--- config.mk ---
export PLATFORM = sky130hd
export DESIGN_NAME = cis_comparator_input_select
export DESIGN_NICKNAME = d
export VERILOG_FILES = /design/src/shared/cis_pkg.sv /design/src/hw/cis_comparator_input_select.sv
export SDC_FILE = /design/constraint.sdc
export NUM_CORES = 1
export LEC_CHECK = 0
export BUFFER_PORTS_ARGS = -buffer_cell sky130_fd_sc_hd__buf_4
export CAP_MARGIN = 15
export CORE_MARGIN = 4
export CORE_UTILIZATION = 30
export CTS_CLUSTER_SIZE = 10
export DETAILED_ROUTE_END_ITERATION = 10
export PLACE_DENSITY_LB_ADDON = 0.1
export REMOVE_ABC_BUFFERS = 1
export SYNTH_ARGS = -nofsm -noshare
export SYNTH_HDL_FRONTEND = slang
export SYNTH_SLANG_ARGS = --single-unit
--- constraint.sdc ---
create_clock -name sys_clk -period 1 [get_ports sys_clk]
set_input_delay 0.05 -clock sys_clk [delete_from_list [all_inputs] [get_ports sys_clk]]
set_output_delay 0.05 -clock sys_clk [all_outputs]
set_load 0.01 [all_outputs]
--- src/shared/cis_pkg.sv ---
// Package for the comparator input select register bank.
// Assumes an 8-bit special function register access port on sys_clk.
`default_nettype none

package cis_pkg;

  // Register addresses in the special function register space
  localparam logic [7:0] CIS_ADDR_B = 8'h9E;
  localparam logic [7:0] CIS_ADDR_A = 8'h9F;

  // Reset value of both select registers
  localparam logic [7:0] CIS_RESET_SEL = 8'hFF;

  // Field positions inside a select register
  localparam int CIS_NEG_LSB = 4;
  localparam int CIS_POS_LSB = 0;
  localparam int CIS_NIB_W = 4;

  // Width of the one-hot select buses (one line per nibble code)
  localparam int CIS_MUX_W = 16;

  // Named nibble codes; touch and half are shared by both inputs, the rest belong to one input
  localparam logic [3:0] CIS_CODE_TOUCH = 4'hC;
  localparam logic [3:0] CIS_CODE_HALF = 4'hD;
  localparam logic [3:0] CIS_CODE_NEG_DIG = 4'hE;
  localparam logic [3:0] CIS_CODE_NEG_GND = 4'hF;
  localparam logic [3:0] CIS_CODE_POS_BAT = 4'hE;
  localparam logic [3:0] CIS_CODE_POS_MAIN = 4'hF;
  localparam logic [3:0] CIS_NEG_LAST_PIN = 4'h6;
  localparam logic [3:0] CIS_POS_LAST_PIN = 4'h7;

  // Register write/read request from the core
  typedef struct packed {
    logic wrEn;
    logic rdEn;
    logic [7:0] addr;
    logic [7:0] wrData;
  } cis_sfr_req_t;

  // One-hot selects for one comparator
  typedef struct packed {
    logic [CIS_MUX_W-1:0] negSel;
    logic [CIS_MUX_W-1:0] posSel;
  } cis_mux_sel_t;

  // Whole state of the bank
  typedef struct packed {
    logic [7:0] selA;
    logic [7:0] selB;
    logic [7:0] rdData;
    logic rdValid;
    cis_mux_sel_t muxA;
    cis_mux_sel_t muxB;
  } cis_state_t;

endpackage : cis_pkg

`default_nettype wire

--- src/hw/cis_comparator_input_select.sv ---
// Comparator input select register bank: two 8-bit select registers and
// their one-hot decode toward the comparator analog multiplexers.
// Assumes a single-cycle special function register port from the core.
//
// Functional notes
// - Comparator A negative nibble: pins, reserved 0111/1000-1011, digital supply, ground.
// - Positive nibbles: eight even pins, reserved 1000-1011, battery, main supply.
// - Code 1100 on any nibble routes the touch sense reference level.
// - Code 1101 on any nibble routes half of the main supply.
`timescale 1ns/1ps
`default_nettype none

module cis_comparator_input_select (
  // Clock and reset
  input wire logic sys_clk,
  input wire logic rst,
  // Register access port
  input wire cis_pkg::cis_sfr_req_t sfrReq,
  output logic [7:0] sfrRdData,
  output logic sfrRdValid,
  // Mux selects toward the analog multiplexers
  output cis_pkg::cis_mux_sel_t compAMux,
  output cis_pkg::cis_mux_sel_t compBMux,
  // Raw register contents
  output logic [7:0] compASelReg,
  output logic [7:0] compBSelReg
);
  import cis_pkg::*;

  // Whole state of the bank, registered in one stage
  cis_state_t state_ff;
  cis_state_t nxt_state;

  // Strobe and address qualification
  logic wrHitA;
  logic wrHitB;
  logic rdHitA;
  logic rdHitB;

  // Register contents as they will stand after this edge
  logic [7:0] nxt_selA;
  logic [7:0] nxt_selB;

  // Nibble slots: 0 A negative, 1 A positive, 2 B negative, 3 B positive
  logic [CIS_NIB_W-1:0] slotCode [4];
  logic [CIS_MUX_W-1:0] slotHot [4];

  // Negative nibble decode, one select line per code
  // Reserved codes drive no line, so the mux stays open
  // rather than tying two analog sources together
  function automatic logic [CIS_MUX_W-1:0] decodeNeg(input logic [CIS_NIB_W-1:0] code);
    logic [CIS_MUX_W-1:0] oneHot;
    oneHot = '0;
    unique case (code)
      4'h0: begin
        oneHot[4'h0] = 1'b1; // Port 0 pin 1
      end
      4'h1: begin
        oneHot[4'h1] = 1'b1; // Port 0 pin 3
      end
      4'h2: begin
        oneHot[4'h2] = 1'b1; // Port 0 pin 5
      end
      4'h3: begin
        oneHot[4'h3] = 1'b1; // Port 0 pin 7
      end
      4'h4: begin
        oneHot[4'h4] = 1'b1; // Port 1 pin 1
      end
      4'h5: begin
        oneHot[4'h5] = 1'b1; // Port 1 pin 3
      end
      CIS_NEG_LAST_PIN: begin
        oneHot[CIS_NEG_LAST_PIN] = 1'b1; // Port 1 pin 5
      end
      4'h7: begin
        oneHot = '0; // Reserved
      end
      4'h8: begin
        oneHot = '0; // Reserved
      end
      4'h9: begin
        oneHot = '0; // Reserved
      end
      4'hA: begin
        oneHot = '0; // Reserved
      end
      4'hB: begin
        oneHot = '0; // Reserved
      end
      CIS_CODE_TOUCH: begin
        oneHot[CIS_CODE_TOUCH] = 1'b1; // Touch sense reference
      end
      CIS_CODE_HALF: begin
        oneHot[CIS_CODE_HALF] = 1'b1; // Half of the main supply
      end
      CIS_CODE_NEG_DIG: begin
        oneHot[CIS_CODE_NEG_DIG] = 1'b1; // Digital supply
      end
      CIS_CODE_NEG_GND: begin
        oneHot[CIS_CODE_NEG_GND] = 1'b1; // Ground
      end
    endcase
    return oneHot;
  endfunction : decodeNeg

  // Positive nibble decode, one select line per code
  // Only 1000 to 1011 are reserved here; 0111 is a real pin
  function automatic logic [CIS_MUX_W-1:0] decodePos(input logic [CIS_NIB_W-1:0] code);
    logic [CIS_MUX_W-1:0] oneHot;
    oneHot = '0;
    unique case (code)
      4'h0: begin
        oneHot[4'h0] = 1'b1; // Port 0 pin 0
      end
      4'h1: begin
        oneHot[4'h1] = 1'b1; // Port 0 pin 2
      end
      4'h2: begin
        oneHot[4'h2] = 1'b1; // Port 0 pin 4
      end
      4'h3: begin
        oneHot[4'h3] = 1'b1; // Port 0 pin 6
      end
      4'h4: begin
        oneHot[4'h4] = 1'b1; // Port 1 pin 0
      end
      4'h5: begin
        oneHot[4'h5] = 1'b1; // Port 1 pin 2
      end
      4'h6: begin
        oneHot[4'h6] = 1'b1; // Port 1 pin 4
      end
      CIS_POS_LAST_PIN: begin
        oneHot[CIS_POS_LAST_PIN] = 1'b1; // Port 1 pin 6
      end
      4'h8: begin
        oneHot = '0; // Reserved
      end
      4'h9: begin
        oneHot = '0; // Reserved
      end
      4'hA: begin
        oneHot = '0; // Reserved
      end
      4'hB: begin
        oneHot = '0; // Reserved
      end
      CIS_CODE_TOUCH: begin
        oneHot[CIS_CODE_TOUCH] = 1'b1; // Touch sense reference
      end
      CIS_CODE_HALF: begin
        oneHot[CIS_CODE_HALF] = 1'b1; // Half of the main supply
      end
      CIS_CODE_POS_BAT: begin
        oneHot[CIS_CODE_POS_BAT] = 1'b1; // Battery supply
      end
      CIS_CODE_POS_MAIN: begin
        oneHot[CIS_CODE_POS_MAIN] = 1'b1; // Main supply
      end
    endcase
    return oneHot;
  endfunction : decodePos

  // Hits only count at a matching address; other addresses write nothing and a read there returns zero
  assign wrHitA = sfrReq.wrEn && (sfrReq.addr == CIS_ADDR_A);
  assign wrHitB = sfrReq.wrEn && (sfrReq.addr == CIS_ADDR_B);
  assign rdHitA = sfrReq.rdEn && (sfrReq.addr == CIS_ADDR_A);
  assign rdHitB = sfrReq.rdEn && (sfrReq.addr == CIS_ADDR_B);

  // Reset wins over a write in the same cycle
  assign nxt_selA = rst ? CIS_RESET_SEL : (wrHitA ? sfrReq.wrData : state_ff.selA);
  assign nxt_selB = rst ? CIS_RESET_SEL : (wrHitB ? sfrReq.wrData : state_ff.selB);

  // Slots decode the next contents, so the selects leave the same
  // flop stage as the register and never lag a write by a cycle
  assign slotCode[0] = nxt_selA[CIS_NEG_LSB +: CIS_NIB_W];
  assign slotCode[1] = nxt_selA[CIS_POS_LSB +: CIS_NIB_W];
  assign slotCode[2] = nxt_selB[CIS_NEG_LSB +: CIS_NIB_W];
  assign slotCode[3] = nxt_selB[CIS_POS_LSB +: CIS_NIB_W];

  // One decoder per slot; even slots feed negative inputs, odd slots positive
  for (genvar g = 0; g < 4; g++) begin : g_slot
    if (g % 2 == 0) begin : g_neg
      assign slotHot[g] = decodeNeg(slotCode[g]);
    end else begin : g_pos
      assign slotHot[g] = decodePos(slotCode[g]);
    end
  end

  // Next state: contents, read return and selects
  always_comb begin
    nxt_state = state_ff;
    nxt_state.selA = nxt_selA;
    nxt_state.selB = nxt_selB;
    // Valid answers every read outside reset, an unmapped one too
    nxt_state.rdValid = sfrReq.rdEn && !rst;
    // Unmapped reads and idle cycles return zero
    nxt_state.rdData = 8'h00;
    // Reads take the old value when a write hits the same register
    if (rdHitA && !rst) begin
      nxt_state.rdData = state_ff.selA;
    end
    if (rdHitB && !rst) begin
      nxt_state.rdData = state_ff.selB;
    end
    nxt_state.muxA.negSel = slotHot[0];
    nxt_state.muxA.posSel = slotHot[1];
    nxt_state.muxB.negSel = slotHot[2];
    nxt_state.muxB.posSel = slotHot[3];
  end

  // State register, synchronous reset folded into nxt_state
  always_ff @(posedge sys_clk) begin
    state_ff <= nxt_state;
  end

  // Outputs straight from flip-flops
  assign sfrRdData = state_ff.rdData;
  assign sfrRdValid = state_ff.rdValid;
  assign compAMux = state_ff.muxA;
  assign compBMux = state_ff.muxB;
  assign compASelReg = state_ff.selA;
  assign compBSelReg = state_ff.selB;

endmodule : cis_comparator_input_select

`default_nettype wire

Word level (Yosys, flattened, before mapping)
Index checks and enable logic that the tools add are counted.

Flip-flop bits (word level): 71.

Reductions and logical operators: 12. Eq/ne operators: 44. Muxes and demuxes: 52.

Operators by type and width (number): == test 4 bit (second input constant) (16); == test 4 x 3 -> 1 bit (second input constant) (14); two-way mux 8 bit (6); two-way mux 1 bit (46); == test 4 x 2 -> 1 bit (second input constant) (8); == test 4 x 1 -> 1 bit (second input constant) (4); == test 8 bit (second input constant) (2); zero test 4 bit (4); logical AND 1 bit (7); zero test 1 bit (1).

Longest topological paths before layout
Depth in word-level cells: 6. Depth in mapped cells: 5. Depth with buffers taken out: 3.

Least setup slack after synthesis
Ideal clock, no wire load.

Kind: register -> register. Start: register state_ff, in the netlist compASelReg[2]. End: register state_ff, in the netlist compAMux[6]. Data arrival time: 1.044 ns. Slack: -0.115 ns. Clock period less this slack: 1.115 ns. Cell stages (with the launch flop): 5. Cells stage by stage: dfxtp_1 -> clkbuf_1 -> nor2b_1 -> nand3_1 -> mux2i_1.

RTL lines: from (decl) (line cis_comparator_input_select.sv:31) `cis_state_t state_ff;`; from (signal assigned) (line cis_comparator_input_select.sv:215) `state_ff <= nxt_state;`.

==> results.json <==
{
  "outcome": "finished, violations left",
  "failed_checks": "setup timing",
  "synth_cell_types": 23,
  "required_ns": 1.27,
  "num_rows": 37,
  "cts_buffers": 9,
  "drive_gt1_share_pct": 45.2,
  "reg2reg_from": "compASelReg[0]$_DFF_P_",
  "reg2reg_depth": 4,
  "cts-htree-levels": 3,
  "grt_max_degree": 33,
  "crit_path_end_kind": "flop",
  "io_pins": 109,
  "hp-start": "sfrReq[4]",
  "worstPathArrival_ns": 1.30,
  "hold_end": "compBSelReg[4]$_DFF_P_",
  "io_buffers": 90,
  "clock.fmax_ghz": 0.977,
  "n_fill_cell": 1003,
  "cts.sinks": 71,
  "grt_pass1_vias": 2722,
  "worstPathCellList": "nor3_1 -> buf_4 -> nand3_1 -> mux2i_1",
  "drtPass1Iterations": 4,
  "gp_congestion": 0.794,
  "yosys-top-cells-area": "dfxtp_1 45%, mux2i_1 22%, buf_4 4.5%",
  "ant_nets": 0,
  "clock_latency_ns": 0.34,
  "clock_skew_ns": 0.00704,
  "overflow": 0,
  "reg2reg_to": "compAMux[12]$_DFF_P_",
  "floorplan.initialDensity_pct": 30.6,
  "nets": 495,
  "switchingPower_mw": 1.20,
  "final_hold_viol_count": 0,
  "clock-root-buffer": "clkbuf_8",
  "dieWidth_um": 110,
  "criticalPathCategory": "flop to flop",
  "syn_area_mm2": 0.00314,
  "p_per_area_mw_per_mm2": 1050,
  "post-route-util_pct": 47.5,
  "crit_family": "flip-flops",
  "setup_slack_ns": -0.0234,
  "syn_to_final_growth_pct": 55.4,
  "core_mm2": 0.0103,
  "postSynthCellCount": 325,
  "track_usage_pct": 15.9,
  "yosysTopAreaCell": "dfxtp_1",
  "period_minus_slack_ns": 1.02,
  "intPower_mw": 3.93,
  "critPathMaxFanout": 5,
  "max_stage_delay_ns": 0.37,
  "crit_buf_inv": 1,
  "critPathLaunchType": "flop",
  "grt_pass1_wl_um": 14500,
  "antenna_cells": 0,
  "cp_num_cells": 4,
  "cap_violations": 0,
  "drv_slew": 0,
  "antenna_found_initial": 0,
  "detail_route.iter0.violations": 177,
  "p_sw_share_pct": 23.3,
  "drc": 0,
  "syn_area_per_cell_um2": 9.67,
  "cts_buffer_depth": 2,
  "min_path_cells": 3,
  "routed_wl_um": 9640,
  "ir_worst_vdd_v": 0.000491,
  "ys_seq_area_share_pct": 45.2,
  "power_mw": 5.13,
  "place_hpwl_um": 6680,
  "pwr-share-comb_pct": 6.2,
  "rsz0062_at_grt": "yes",
  "viasPerCell": 4.57,
  "slowest_stage": "dfxtp_4",
  "netlist.area_leader.share_pct": 45.2,
  "via_count": 2804,
  "hold_path_class": "input pin to flop",
  "clk_pin_slew_worst_paths_ns": 0.07,
  "leakagePower_nw": 2.55,
  "routedWlPerCell_um": 15.7,
  "r2r_slack_ns": -0.02,
  "cts_tree": "yes",
  "die_area_mm2": 0.0122,
  "power_frac_clock_pct": 39.3,
  "setup_viol": 6,
  "ys_ff_latch": 71,
  "seqPwrFrac_pct": 54.5,
  "yosysWarningCount": 0,
  "min_period_over_period_pct": 102,
  "die_h_um": 110
}
-- stage by stage --
| stage | setup slack (ns) | setup TNS [ns] | hold slack, ns | cell area [µm²] | instances |
|---|---|---|---|---|---|
| 3_3_place_gp | -0.124 | -5.24 | 0.344 | 4210 | 575 |
| 2_1_floorplan | -0.138 | -8.43 | 0.133 | 2920 | 298 |
| 3_5_place_dp | -0.109 | -5.46 | 0.345 | 4210 | 575 |
| 6_report | -0.0234 | -0.0695 | 0.0300 | 4880 | 614 |
| 5_1_grt | -0.101 | -1.29 | 0.0270 | 4880 | 614 |
| 4_1_cts | -0.0215 | -0.0825 | 0.0160 | 4770 | 614 |
-- state kept, by name, indices dropped and copies added, names as in the netlist --
| register | flops |
|---|---|
| compASelReg | 8 |
| compAMux | 23 |
| sfrRdValid | 1 |
| compBSelReg | 8 |
| sfrRdData | 8 |
| compBMux | 23 |
-- what timing repair did --
action / 4_1_cts / 5_1_grt
hold buffers: 1 / 0
pin swaps: 0 / 8
setup endpoints to repair: 51 / 57
endpoints found under the hold margin: 1 / 0
gates resized for setup: 63 / 31
setup buffers: 24 / 0
-- layout by cell type (no fill, tap or decap), types with 5 or more instances in the layout --
cell	n
buf_4	120
dfxtp_1	55
nand3_1	24
conb_1	18
clkbuf_8	11
buf_6	39
dfxtp_4	14
nor2_1	32
nor2_2	6
mux2i_1	70
nor2b_1	7
a41oi_1	5
nand4_1	6
nand2_1	27
buf_12	6
-- layer usage --
metal  part of all wire [%]  GRT usage, %  vias up
met5                      0             0        -
met4                    2.2          7.04        0
met3                    7.2          3.38       16
met2                     44          23.7      114
met1                     47          21.9     1290
li1                       -             -     1384
-- kinds of logic (layout without fill, tap and decap cells) --
logic type	Yosys count	in the layout	share of synthesized area, %
other	1	18	0.119
buffers and inverters	44	180	9.12
muxes	70	70	22.3
and+or+nand+nor	133	133	21.6
DFF	71	71	45.2
AOI/OAI and AO/OA	6	6	1.67
-- layout make-up --
| class | count | area (µm²) | share of cell area [%] |
|---|---|---|---|
| Tap cell | 136 | 170 | 3.48 |
| Clock buffer | 13 | 159 | 3.25 |
| Multi-Input combinational cell | 227 | 1600 | 32.8 |
| Clock inverter | 1 | 5.00 | 0.102 |
| Sequential cell | 71 | 1480 | 30.2 |
| Timing Repair Buffer | 166 | 1470 | 30.1 |
-- power groups by stage --
| stage | Clock [mW] | Combinational [mW] | Sequential [mW] |
|---|---|---|---|
| after floorplan | 0 | 0.114 | 2.90 |
| after global placement | 0 | 0.304 | 2.90 |
| after detailed placement | 0 | 0.302 | 2.90 |
| after CTS | 2.09 | 0.313 | 2.80 |
| after global routing | 2.22 | 0.347 | 2.79 |
| final | 2.02 | 0.320 | 2.80 |
-- Yosys cell counts --
cell type	count
and3_1	1
nor2b_1	11
nand4b_1	2
nand4_1	6
dfxtp_1	71
nor3_1	8
nor3b_1	4
and4_1	1
nand3_1	26
nand3b_4	1
and4bb_2	1
buf_2	4
nand2_1	28
mux2i_1	70
and3b_1	3
buf_4	19
nand3b_1	2
conb_1	1
nor2_1	38
clkbuf_1	15
a41oi_1	6
buf_6	6
nand3_4	1
-- how the worst max path moves through the flow --
stage	start	endpoint	slack [ns]
2_1_floorplan	sfrReq[14]	compBMux[0]$_DFF_P_	-0.14
3_3_place_gp	sfrReq[14]	compBMux[21]$_DFF_P_	-0.12
3_5_place_dp	sfrReq[14]	compAMux[2]$_DFF_P_	-0.11
4_1_cts	compASelReg[7]$_DFF_P_	compASelReg[7]	-0.02
5_1_grt	compASelReg[5]$_DFF_P_	compAMux[29]$_DFF_P_	-0.10
6_report	compASelReg[0]$_DFF_P_	compAMux[12]$_DFF_P_	-0.02
-- worst reg2reg max path: stages, from the launching register on --
cell and delay, ns:
dfxtp_4 0.37, nor3_1 0.18, buf_4 0.15, nand3_1 0.10, mux2i_1 0.16
(Power assumes the default switching activity.)
